## config.mk

```make
export PLATFORM = sky130hd
export DESIGN_NAME = madi_channel_group_inserter
export DESIGN_NICKNAME = d
export VERILOG_FILES = /design/src/madi_inserter_pkg.sv /design/src/madi_channel_group_inserter.sv
export SDC_FILE = /design/constraint.sdc
export NUM_CORES = 1
export LEC_CHECK = 0
export BUFFER_PORTS_ARGS = -buffer_cell sky130_fd_sc_hd__buf_2
export CAP_MARGIN = 20
export CORE_ASPECT_RATIO = 0.8
export CORE_MARGIN = 4
export CORE_UTILIZATION = 59
export CTS_CLUSTER_DIAMETER = 60
export DETAILED_ROUTE_END_ITERATION = 10
export GPL_TIMING_DRIVEN = 0
export PLACE_DENSITY = 0.85
export SLEW_MARGIN = 20
export SYNTH_ARGS = -nofsm -noshare
export SYNTH_HDL_FRONTEND = slang
export SYNTH_SLANG_ARGS = --single-unit
export TNS_END_PERCENT = 20
```

## constraint.sdc

```tcl
create_clock -name pclk -period 3.1 [get_ports pclk]
set_input_delay 0.31 -clock pclk [delete_from_list [all_inputs] [get_ports pclk]]
set_output_delay 0.31 -clock pclk [all_outputs]
set_load 0.02 [all_outputs]
```

## src/madi_inserter_pkg.sv

```systemverilog
// Package: constants, types and register map for the channel group inserter
package madi_inserter_pkg;
	localparam int unsigned STREAM_CHANNELS  = 64;
	localparam int unsigned AES_INPUTS       = 12;
	localparam int unsigned SAMPLE_BITS      = 24;
	localparam int unsigned CHAN_BITS        = 6;
	localparam int unsigned SAMPLE_RATE_HZ   = 48000;
	localparam int unsigned CLOCK_HZ         = 20000000;
	localparam int unsigned GROUP_LOW_BASE   = 0;
	localparam int unsigned GROUP_MID_BASE   = 24;
	localparam int unsigned GROUP_HIGH_BASE  = 48;
	localparam int unsigned GROUP_WIDE_SIZE  = 24;
	localparam int unsigned GROUP_HIGH_SIZE  = 16;
	// Reference lost after this many missing frame periods
	localparam int unsigned REF_LOSS_PERIODS = 4;
	localparam int unsigned FRAME_CYCLES     = CLOCK_HZ / SAMPLE_RATE_HZ;
	localparam int unsigned REF_TIMEOUT      = FRAME_CYCLES * REF_LOSS_PERIODS;
	localparam int unsigned AES_TIMEOUT      = FRAME_CYCLES * REF_LOSS_PERIODS;
	localparam int unsigned ACCESS_HOLD      = 16'h2000;
	localparam int unsigned TIMER_BITS       = 16;

	// APB register byte addresses
	localparam logic [7:0] ADDR_STATUS    = 8'h00;
	localparam logic [7:0] ADDR_CLEAR     = 8'h04;
	localparam logic [7:0] ADDR_ENABLE    = 8'h08;
	localparam logic [7:0] ADDR_INDICATE  = 8'h0c;
	localparam logic [7:0] ADDR_GROUP     = 8'h10;
	localparam int unsigned EVENT_BITS    = 4;
	localparam int unsigned EV_LOCK_LOST  = 0;
	localparam int unsigned EV_REF_LOST   = 1;
	localparam int unsigned EV_LOCK_GAIN  = 2;
	localparam int unsigned EV_DETECT_CHG = 3;

	typedef enum logic [1:0] {
		group_low_type_v  = 2'b00,
		group_mid_type_v  = 2'b01,
		group_high_type_v = 2'b10,
		group_none_type_v = 2'b11
	} group_type;

	// One channel slot of the multichannel stream
	typedef struct packed {
		logic                   valid;
		logic [CHAN_BITS-1:0]   channel;
		logic [SAMPLE_BITS-1:0] sample;
	} slot_type;

	// One decoded AES3 subframe from the crosspoint
	typedef struct packed {
		logic                   valid;
		logic                   second;
		logic [SAMPLE_BITS-1:0] sample;
	} subframe_type;

	typedef struct packed {
		logic                  lock;
		logic                  reference;
		logic                  access;
		logic                  unused_a;
		logic                  unused_b;
		logic [AES_INPUTS-1:0] detect;
	} indicator_type;
endpackage

```

## src/madi_channel_group_inserter.sv

```systemverilog
// Module: inserts twelve AES3 pairs (eight in the high group) as a channel group into a 64-channel stream
`timescale 1ns/1ns
`default_nettype none
module madi_channel_group_inserter #(
	parameter int unsigned ACCESS_HOLD_CYCLES = madi_inserter_pkg::ACCESS_HOLD
) (
	input  wire  logic                                      pclk,
	input  wire  logic                                      presetn,
	input  wire  logic [7:0]                                paddr,
	input  wire  logic                                      psel,
	input  wire  logic                                      penable,
	input  wire  logic                                      pwrite,
	input  wire  logic [31:0]                               pwdata,
	output var   logic [31:0]                               prdata,
	output var   logic                                      pready,
	output var   logic                                      pslverr,
	input  wire  logic [7:0]                                group_select_switch,
	input  wire  logic                                      digital_audio_reference,
	input  wire  madi_inserter_pkg::slot_type               stream_in,
	input  wire  logic                                      stream_in_locked,
	input  wire  madi_inserter_pkg::subframe_type [11:0]    aes_in,
	output var   madi_inserter_pkg::slot_type               stream_out,
	output var   madi_inserter_pkg::indicator_type          indicators,
	output var   logic                                      irq
);
	import madi_inserter_pkg::*;

	////////////////////////////////////////////////////////////////////////////
	// Synchronisers for pins from outside the clock domain
	logic [7:0]  switch_meta;
	logic [7:0]  switch_sync;
	logic [2:0]  ref_sync;
	logic [1:0]  lock_sync;

	always_ff @(posedge pclk or negedge presetn) begin
		if (!presetn) begin
			switch_meta <= 8'hff;
			switch_sync <= 8'hff;
			ref_sync    <= 3'h0;
			lock_sync   <= 2'h0;
		end else begin
			switch_meta <= group_select_switch;
			switch_sync <= switch_meta;
			ref_sync    <= {ref_sync[1:0], digital_audio_reference};
			lock_sync   <= {lock_sync[0], stream_in_locked};
		end
	end

	////////////////////////////////////////////////////////////////////////////
	// Group decode
	function automatic group_type decode_group(input logic [1:0] sw);
		// Bit 0 is switch 1; low means On
		case (sw)
			2'b00:   decode_group = group_low_type_v;
			2'b01:   decode_group = group_mid_type_v;
			2'b10:   decode_group = group_high_type_v;
			default: decode_group = group_none_type_v;
		endcase
	endfunction

	group_type group;
	assign group = decode_group(switch_sync[1:0]);

	// Channel index into the group; negative or beyond means outside
	function automatic logic in_group(input group_type g, input logic [CHAN_BITS-1:0] ch);
		case (g)
			group_low_type_v:  in_group = ch < CHAN_BITS'(GROUP_LOW_BASE + GROUP_WIDE_SIZE);
			group_mid_type_v:  in_group = ch >= CHAN_BITS'(GROUP_MID_BASE)
				&& ch < CHAN_BITS'(GROUP_MID_BASE + GROUP_WIDE_SIZE);
			group_high_type_v: in_group = ch >= CHAN_BITS'(GROUP_HIGH_BASE);
			default:           in_group = 1'b0;
		endcase
	endfunction

	function automatic logic [CHAN_BITS-1:0] group_base(input group_type g);
		case (g)
			group_mid_type_v:  group_base = CHAN_BITS'(GROUP_MID_BASE);
			group_high_type_v: group_base = CHAN_BITS'(GROUP_HIGH_BASE);
			default:           group_base = CHAN_BITS'(GROUP_LOW_BASE);
		endcase
	endfunction

	////////////////////////////////////////////////////////////////////////////
	// Latest subframe of each AES3 input
	logic [SAMPLE_BITS-1:0] held [AES_INPUTS*2];
	logic [AES_INPUTS-1:0]  frame_seen;

	genvar gi;
	generate
		for (gi = 0; gi < AES_INPUTS; gi++) begin : g_hold
			always_ff @(posedge pclk or negedge presetn) begin
				if (!presetn) begin
					held[2*gi]   <= '0;
					held[2*gi+1] <= '0;
				end else if (aes_in[gi].valid) begin
					// Silent samples are stored like any other
					if (aes_in[gi].second)
						held[2*gi+1] <= aes_in[gi].sample;
					else
						held[2*gi] <= aes_in[gi].sample;
				end
			end
			assign frame_seen[gi] = aes_in[gi].valid;
		end
	endgenerate

	////////////////////////////////////////////////////////////////////////////
	// Stream merge, one slot per cycle, one cycle latency
	logic [CHAN_BITS-1:0] offset;
	assign offset = stream_in.channel - group_base(group);

	always_ff @(posedge pclk or negedge presetn) begin
		if (!presetn) begin
			stream_out <= '0;
		end else begin
			stream_out.valid   <= stream_in.valid;
			stream_out.channel <= stream_in.channel;
			if (in_group(group, stream_in.channel))
				stream_out.sample <= held[offset[4:0]];
			else if (group == group_low_type_v)
				stream_out.sample <= '0;
			else
				stream_out.sample <= stream_in.sample;
		end
	end

	////////////////////////////////////////////////////////////////////////////
	// Signal detect: framed subframes within a timeout, silence included
	logic [TIMER_BITS-1:0] aes_timer [AES_INPUTS];
	logic [AES_INPUTS-1:0] detect;

	generate
		for (gi = 0; gi < AES_INPUTS; gi++) begin : g_detect
			always_ff @(posedge pclk or negedge presetn) begin
				if (!presetn) begin
					aes_timer[gi] <= '0;
					detect[gi]    <= 1'b0;
				end else if (frame_seen[gi]) begin
					aes_timer[gi] <= TIMER_BITS'(AES_TIMEOUT);
					detect[gi]    <= 1'b1;
				end else if (aes_timer[gi] != '0) begin
					aes_timer[gi] <= aes_timer[gi] - 1'b1;
				end else begin
					detect[gi] <= 1'b0;
				end
			end
		end
	endgenerate

	////////////////////////////////////////////////////////////////////////////
	// Reference presence from its edges
	logic [TIMER_BITS-1:0] ref_timer;
	logic                  ref_present;

	always_ff @(posedge pclk or negedge presetn) begin
		if (!presetn) begin
			ref_timer   <= '0;
			ref_present <= 1'b0;
		end else if (ref_sync[2] != ref_sync[1]) begin
			ref_timer   <= TIMER_BITS'(REF_TIMEOUT);
			ref_present <= 1'b1;
		end else if (ref_timer != '0) begin
			ref_timer <= ref_timer - 1'b1;
		end else begin
			ref_present <= 1'b0;
		end
	end

	logic locked;
	assign locked = lock_sync[1] & ref_present;

	////////////////////////////////////////////////////////////////////////////
	// Access stretch for the indicator
	logic [TIMER_BITS-1:0] access_timer;
	logic                  access_hit;
	assign access_hit = psel & ~penable;

	always_ff @(posedge pclk or negedge presetn) begin
		if (!presetn)
			access_timer <= '0;
		else if (access_hit)
			access_timer <= TIMER_BITS'(ACCESS_HOLD_CYCLES);
		else if (access_timer != '0)
			access_timer <= access_timer - 1'b1;
	end

	always_ff @(posedge pclk or negedge presetn) begin
		if (!presetn) begin
			indicators <= '0;
		end else begin
			indicators.lock      <= locked;
			indicators.reference <= ref_present;
			indicators.access    <= access_hit | (access_timer != '0);
			indicators.unused_a  <= 1'b0;
			indicators.unused_b  <= 1'b0;
			indicators.detect    <= detect;
		end
	end

	////////////////////////////////////////////////////////////////////////////
	// Events, sticky status, enable, interrupt
	logic                  locked_d;
	logic                  ref_d;
	logic [AES_INPUTS-1:0] detect_d;
	logic [EVENT_BITS-1:0] events;
	logic [EVENT_BITS-1:0] status;
	logic [EVENT_BITS-1:0] enable;
	logic                  wr_access;
	logic [EVENT_BITS-1:0] clear_mask;

	always_ff @(posedge pclk or negedge presetn) begin
		if (!presetn) begin
			locked_d <= 1'b0;
			ref_d    <= 1'b0;
			detect_d <= '0;
		end else begin
			locked_d <= locked;
			ref_d    <= ref_present;
			detect_d <= detect;
		end
	end

	always_comb begin
		events                = '0;
		events[EV_LOCK_LOST]  = locked_d & ~locked;
		events[EV_REF_LOST]   = ref_d & ~ref_present;
		events[EV_LOCK_GAIN]  = ~locked_d & locked;
		events[EV_DETECT_CHG] = detect_d != detect;
	end

	assign wr_access  = psel & penable & pwrite;
	assign clear_mask = (wr_access && paddr == ADDR_CLEAR) ? pwdata[EVENT_BITS-1:0] : '0;

	// Set wins over a clear in the same cycle
	always_ff @(posedge pclk or negedge presetn) begin
		if (!presetn)
			status <= '0;
		else
			status <= (status & ~clear_mask) | events;
	end

	always_ff @(posedge pclk or negedge presetn) begin
		if (!presetn)
			enable <= '0;
		else if (wr_access && paddr == ADDR_ENABLE)
			enable <= pwdata[EVENT_BITS-1:0];
	end

	always_ff @(posedge pclk or negedge presetn) begin
		if (!presetn)
			irq <= 1'b0;
		else
			irq <= |(((status & ~clear_mask) | events) & enable);
	end

	////////////////////////////////////////////////////////////////////////////
	// APB slave, zero wait states
	function automatic logic mapped(input logic [7:0] a);
		mapped = a == ADDR_STATUS || a == ADDR_CLEAR || a == ADDR_ENABLE
			|| a == ADDR_INDICATE || a == ADDR_GROUP;
	endfunction

	logic [31:0] next_prdata;

	always_comb begin
		next_prdata = '0;
		case (paddr)
			ADDR_STATUS:   next_prdata[EVENT_BITS-1:0] = status;
			ADDR_ENABLE:   next_prdata[EVENT_BITS-1:0] = enable;
			ADDR_INDICATE: next_prdata[$bits(indicator_type)-1:0] = indicators;
			ADDR_GROUP:    next_prdata[1:0] = group;
			default:       next_prdata = '0;
		endcase
	end

	always_ff @(posedge pclk or negedge presetn) begin
		if (!presetn) begin
			prdata  <= '0;
			pready  <= 1'b0;
			pslverr <= 1'b0;
		end else if (psel && !penable) begin
			prdata  <= pwrite ? 32'h0 : next_prdata;
			pready  <= 1'b1;
			pslverr <= !mapped(paddr) || (pwrite && paddr == ADDR_STATUS);
		end else begin
			pready  <= 1'b0;
			pslverr <= 1'b0;
		end
	end
endmodule // madi_channel_group_inserter
`default_nettype wire

```

==> impl_metrics.py, run 1 <==
metrics = {
    "sta": {
        "finalHoldViolCount": 0,
        "rsz0062_at_grt": "no",
        "slew_headroom_pct": 20.6,
        "drv_slew": 0,
        "period_needed_ps": 3070,
        "setup_ws_ps": 29.4,
        "fmax_ghz": 0.326,
        "tightest_slew_ps": 1190,
        "holdWs_ps": 41.7,
        "fin_skew_ps": 21.9,
        "post-route-period-util_pct": 99.1,
        "finalSetupViolations": 0,
    },
    "logic_synthesis": {
        "synth_edf_count": 0,
        "synth.avg_cell_area_um2": 12.4,
        "ys_seq_elements": 894,
        "synth_ff_type": "dfrtp_1",
        "ys_seq_area_share_pct": 53.9,
        "yosysWarnings": 0,
        "syn_area_um2": 41500,
        "synthCells": 3338,
        "synth_cell_types": 72,
        "async_reset_ff_share_pct": 100,
    },
    "global_route": {
        "overflow": 0,
        "use_met1_pct": 45.9,
        "grtUsageMet2_pct": 54.5,
        "grt_pass1_vias": 33800,
        "met3_usage_pct": 11.0,
        "gr-usage-all-layers_pct": 35.3,
        "antenna_found_initial": 39,
        "grt_max_degree": 143,
        "grt_pass1_wl_um": 203000,
        "busiest_layer": "met2",
    },
    "run": {
        "drv_cap": 0,
    },
    "setup_path": {
        "crit_path_end_kind": "register",
        "critical_path_class": "reg -> reg",
        "crit_path_max_fanout": 10,
        "required_ps": 3620,
        "cp.arrival_ps": 3590,
        "crit_path_start_kind": "register",
    },
    "final_layout": {
        "final_area_um2": 51300,
        "syn2layout_area_growth_pct": 23.7,
        "drive_above_1_share_pct": 29.8,
        "final_nets": 4614,
        "num-fill-cells": 4364,
    },
    "routing": {
        "viasPerCell": 6.30,
        "drtPass1Iterations": 8,
        "wirelength_um": 134000,
        "drtIter0Drc": 3388,
        "wire_per_inst_um": 25.7,
        "drc": 0,
        "vias": 32800,
        "ant_nets": 0,
    },
    "power_and_ir_drop": {
        "p_per_area_nw_per_um2": 611,
        "peakVddDrop_mv": 0.516,
        "total_power_mw": 31.4,
        "p_leak_nw": 22.3,
    },
    "worst_hold_path": {
        "hold_path_class": "in -> reg",
    },
    "clock_network": {
        "ctsHtreeMaxLevel": 3,
        "tritoncts.num_buffers": 88,
        "tritoncts": "yes",
        "cts_setup_buffers": 0,
        "cts_buffer_depth": 3,
        "clock-root-buffer": "clkbuf_16",
        "insertion_delay_ps": 640,
        "cts_sinks": 894,
        "path_clk_slew_ps": 70,
    },
    "placement": {
        "dp_worst_setup_slack_ps": -764,
        "dp_hpwl_um": 88100,
        "gp_congestion": 0.902,
        "place_area_um2": 45000,
        "io_buffers": 417,
    },
    "floorplanning": {
        "start_util_pct": 59.9,
        "io_pins": 481,
        "rows": 86,
        "die_y_um": 245,
        "dieArea_um2": 74700,
        "design.core.area_um2": 69300,
        "fp.dieW_um": 305,
    },
    "run_status": {
        "outcome": "finished, final reports clean",
    },
}
power by group:
part / internal [mW] / switching (mW)
Clock: 6.36 / 4.72
Combinational: 2.75 / 3.16
Sequential: 13.2 / 1.15
layer usage:
metal,vias up,wire length [µm]
li1,13800,-
met5,-,133
met2,1912,60700
met1,16500,52200
met3,551,13700
met4,22,7340
registers in the layout (all words and copies together) (netlist names), 2 cells and up:
register / cells
prdata: 15
switch_meta: 2
access_timer: 16
held: 576
ref_sync: 3
stream_out: 31
lock_sync: 2
status: 4
aes_timer: 192
detect: 12
ref_timer: 16
detect_d: 12
switch_sync: 2
enable: 4
worst paths after layout:
kind / startpoint / endpoint / slack [ps] / depth (start not counted)
min in group asynchronous: presetn / aes_timer[34] / 140 / 2
max: switch_sync[1] / stream_out[1] / 30 / 10
max in group asynchronous: presetn / held[441] / 1050 / 5
min reg2reg: lock_sync[0] / lock_sync[1] / 350 / 0
min: stream_in[5] / stream_out[5] / 40 / 3
max reg2reg: switch_sync[1] / stream_out[1] / 30 / 10
cell families (layout without fill, tap and decap cells):
logic type / count (synthesis) / count (layout) / synth area share (%)
muxes: 870 / 870 / 23.1
and+or+nand+nor: 725 / 725 / 9.31
buffers and inverters: 257 / 1152 / 2.62
xor gates and xnor gates: 154 / 154 / 3.25
adders and majority gates: 34 / 34 / 1.02
other: 1 / 52 / 0.00903
AOI/OAI and AO/OA: 403 / 403 / 6.80
DFF: 894 / 894 / 53.9
cells in the final DEF, fill, tap and decap left out, types with 34 or more instances in the layout:
| cell type | Yosys | layout |
|---|---|---|
| a21oi_1 | 89 | 89 |
| a22oi_1 | 131 | 131 |
| buf_2 | 14 | 431 |
| clkbuf_1 | 146 | 160 |
| clkbuf_16 | 0 | 93 |
| dfrtp_1 | 890 | 890 |
| dlygate4sd3_1 | 0 | 312 |
| ha_1 | 34 | 34 |
| inv_1 | 47 | 47 |
| mux2_2 | 585 | 585 |
| mux2i_1 | 273 | 273 |
| nand2_1 | 76 | 76 |
| nand2b_1 | 43 | 43 |
| nand3_1 | 95 | 88 |
| nor2_1 | 216 | 215 |
| nor2b_1 | 35 | 34 |
| nor3_1 | 45 | 45 |
| nor4_1 | 47 | 47 |
| o21ai_0 | 40 | 40 |
| or3_1 | 36 | 36 |
| xnor2_1 | 93 | 92 |
| xor2_1 | 61 | 60 |
layout make-up:
type                    count  area (µm²)  area share (%)
flip-flops and latches    894       22400            43.6
repair buffers            736        5420            10.6
diodes                     33        82.6           0.161
inverters                  47         176           0.344
clock inverters            18         181           0.353
clock buffers             141        2770            5.39
well taps                 924        1160            2.25
multi-input cells        2205       18300            35.6
plain buffers             210         930            1.81
repair_timing:
action,4_1_cts,5_1_grt
gates cloned,0,0
resized for setup,18,17
hold buffers,312,0
pin swaps,1,1
endpoints found under the hold margin,955,0
setup endpoints to repair,24,15
metrics by stage:
step	util, %	std cells	setup TNS [ps]
floorplan	-	3356	0
global placement	64.7	4697	-
detailed placement	65.0	4704	-12330
CTS	73.9	5175	-166
global route	74.1	5197	0
finish	74.1	5208	0
critical path, stage by stage, from the launching register on:
cell	delay, ps
dfstp_2	550
inv_1	70
ha_1	220
ha_1	240
xor2_2	270
xnor2_4	170
nor2b_1	230
clkbuf_2	250
clkbuf_4	280
nand3_1	250
a41oi_2	400
cells in the mapped netlist (31+ instances only):
cell type / count / area, µm²
a21oi_1: 89 / 445
a22oi_1: 131 / 983
clkbuf_1: 146 / 548
dfrtp_1: 890 / 22300
ha_1: 34 / 425
inv_1: 47 / 176
mux2_2: 585 / 6590
mux2i_1: 273 / 2730
nand2_1: 76 / 285
nand2b_1: 43 / 269
nand3_1: 95 / 475
nor2_1: 216 / 811
nor2b_1: 35 / 219
nor3_1: 45 / 225
nor4_1: 47 / 294
o21ai_0: 40 / 200
or3_1: 36 / 225
or4_1: 31 / 233
xnor2_1: 93 / 815
xor2_1: 61 / 534
Note: power is estimated with default switching activity, not from simulation.
==> run 2, diff against run 1 <==
--- a/config.mk
+++ b/config.mk
@@ -5,15 +5,15 @@
 export SDC_FILE = /design/constraint.sdc
 export NUM_CORES = 1
 export LEC_CHECK = 0
-export BUFFER_PORTS_ARGS = -buffer_cell sky130_fd_sc_hd__buf_2
 export CAP_MARGIN = 20
 export CORE_ASPECT_RATIO = 0.8
 export CORE_MARGIN = 4
-export CORE_UTILIZATION = 59
+export CORE_UTILIZATION = 60
 export CTS_CLUSTER_DIAMETER = 60
 export DETAILED_ROUTE_END_ITERATION = 10
+export DONT_BUFFER_PORTS = 1
 export GPL_TIMING_DRIVEN = 0
-export PLACE_DENSITY = 0.85
+export PLACE_DENSITY = 0.81
 export SLEW_MARGIN = 20
 export SYNTH_ARGS = -nofsm -noshare
 export SYNTH_HDL_FRONTEND = slang
==> impl_metrics.py, run 2 (same netlist as run 1, synthesis figures left out) <==
metrics = {
    "final_layout": {
        "max_flop_register": "held",
        "final_nets": 4218,
        "largest_reg_flops": 576,
        "final_cell_mix": "dfrtp_1 (890), mux2_2 (585), dlygate4sd3_1 (334), mux2i_1 (273), nor2_1 (215)",
        "num-fill-cells": 4323,
        "syn2layout_area_growth_pct": 19.1,
        "final_common_cell": "dfrtp_1",
        "drive_above_1_share_pct": 22.1,
        "layout.cells.non_filler": 4802,
        "fin_util_pct": 72.8,
        "final_area_um2": 49500,
        "top_regs": "held x576, aes_timer x192, stream_out x31",
    },
    "clock_network": {
        "insertion_delay_ps": 660,
        "tritoncts": "yes",
        "hold_buffers": 334,
        "ctsHtreeMaxLevel": 3,
        "cts_sinks": 894,
        "tritoncts.num_buffers": 88,
        "clock-root-buffer": "clkbuf_16",
        "cts_buffer_depth": 3,
        "path_clk_slew_ps": 60,
    },
    "power_and_ir_drop": {
        "peakVddDrop_mv": 0.530,
        "total_power_mw": 31.2,
        "p_per_area_nw_per_um2": 631,
        "p_leak_nw": 20.7,
    },
    "floorplanning": {
        "rows": 85,
        "design.core.area_um2": 68000,
        "fp.dieW_um": 302,
        "dieArea_um2": 73500,
        "io_pins": 481,
        "start_util_pct": 61.1,
        "die_y_um": 243,
    },
    "placement": {
        "dp_hpwl_um": 84700,
        "dp_cells": 4269,
        "place_area_um2": 42700,
        "io_buffers": 0,
        "gp_congestion": 0.907,
    },
    "routing": {
        "drtIter0Drc": 3119,
        "vias": 30700,
        "viasPerCell": 6.39,
        "wire_per_inst_um": 27.2,
        "drtPass1Iterations": 5,
        "wl_met2_um": 58400,
        "wl_met1_um": 52400,
        "ant_nets": 0,
        "drc": 0,
        "top_layer": "met5",
        "wl_met3_um": 13100,
        "wirelength_um": 131000,
    },
    "setup_path": {
        "crit_family": "simple AND/OR/NAND/NOR gates",
        "crit_path_end_kind": "register",
        "ff2ff_setup_slack_ps": 80,
        "cp.arrival_ps": 3540,
        "slowest_delay_ps": 550,
        "cp_slowest_cell": "dfstp_2",
        "cp_num_buf_inv": 2,
        "crit_path_cell_trace": "inv_1, ha_1, ha_1, xor2_1, xnor2_2, and2_1, buf_2, nand3_2, a41oi_2",
        "crit_path_start_kind": "register",
        "critical_path_class": "reg -> reg",
        "required_ps": 3620,
        "crit_path_max_fanout": 10,
        "cpMostUsedCell": "ha_1",
    },
    "sta": {
        "post-route-period-util_pct": 97.5,
        "tightest_slew_ps": 1240,
        "drv_slew": 0,
        "tns_ps": 0,
        "fmax_ghz": 0.331,
        "holdWs_ps": -645,
        "finalSetupViolations": 0,
        "fin_skew_ps": 32.6,
        "finalHoldViolCount": 164,
        "slew_headroom_pct": 17.3,
        "period_needed_ps": 3020,
    },
    "global_route": {
        "grt_max_degree": 895,
        "grt_pass1_wl_um": 194000,
        "overflow": 0,
        "grt_pass1_vias": 31200,
        "gr-usage-all-layers_pct": 34.8,
        "antenna_found_initial": 55,
    },
    "worst_hold_path": {
        "hold_path_class": "in -> async",
    },
    "run_status": {
        "violations": "negative hold slack",
        "outcome": "complete, but fails checks",
    },
    "run": {
        "drv_cap": 0,
    },
}
-- run 2: cell count changes in the layout (fill, tap and decap cells not counted), moves of 3 or more --
cell           before  now
buf_2             431   16
dlygate4sd3_1     312  334
clkbuf_1          160  153
clkbuf_8           26   19
diode_2            33   39
bufinv_16           3    8
clkbuf_16          93   90
nand3_1            88   85
nand3_2             7   10
-- run 2: worst register-to-register path, stage by stage, from the launching register on --
cell and delay [ps]:
dfstp_2 550, inv_1 80, ha_1 240, ha_1 220, xor2_1 170, xnor2_2 370, and2_1 330, buf_2 320
nand3_2 230, a41oi_2 390
-- run 2: where the power goes --
part	switching, mW	leakage, nW	internal, mW
Clock	4.79	1.45	6.45
Sequential	1.25	10.7	13.2
Combinational	2.96	8.57	2.58
Total	8.99	20.7	22.2
-- run 2: area by class of cell --
class / instances / area (µm²) / share of cell area [%]
sequential: 894 / 22400 / 45.2
multi-input combinational: 2205 / 18300 / 37.0
timing repair buffer: 340 / 3490 / 7.05
clock buffer: 126 / 2580 / 5.21
tap: 913 / 1140 / 2.31
buffer: 210 / 931 / 1.88
clock inverter: 28 / 382 / 0.772
inverter: 47 / 176 / 0.357
antenna: 39 / 97.6 / 0.197
-- run 2: final timing paths --
path | from | to | cells after the start
worst max register to register | switch_sync[1] | stream_out[22] | 9
max in group asynchronous | presetn | held[157] | 4
min in group pclk | stream_in[5] | stream_out[5] | 2
worst min-delay path | presetn | access_timer[14] | 0
worst max-delay path | switch_sync[1] | stream_out[22] | 9
worst min register to register | switch_meta[0] | switch_sync[0] | 0
-- run 2: metal layers --
layer / track usage (%) / vias up
met4: 15.4 / 34
met2: 52.3 / 1600
met1: 46.7 / 15600
li1: - / 13000
met5: 0 / -
met3: 11.3 / 475
-- run 2: through the flow --
stage / hold slack, ps / worst slack, ps
after floorplan: 14.4 / 671
after global placement: 33.7 / -829
after detailed placement: 37.2 / -816
after CTS: -654 / 2.57
after global routing: -669 / -9.36
final: -645 / 78.8
-- run 2: repair_timing --
action / CTS / global route
cloned: 0 / 0
pin swaps: 1 / 1
endpoints found under the setup margin: 22 / 14
gates resized for setup: 20 / 23
setup buffers: 1 / 0
endpoints found under the hold margin: 1525 / 164
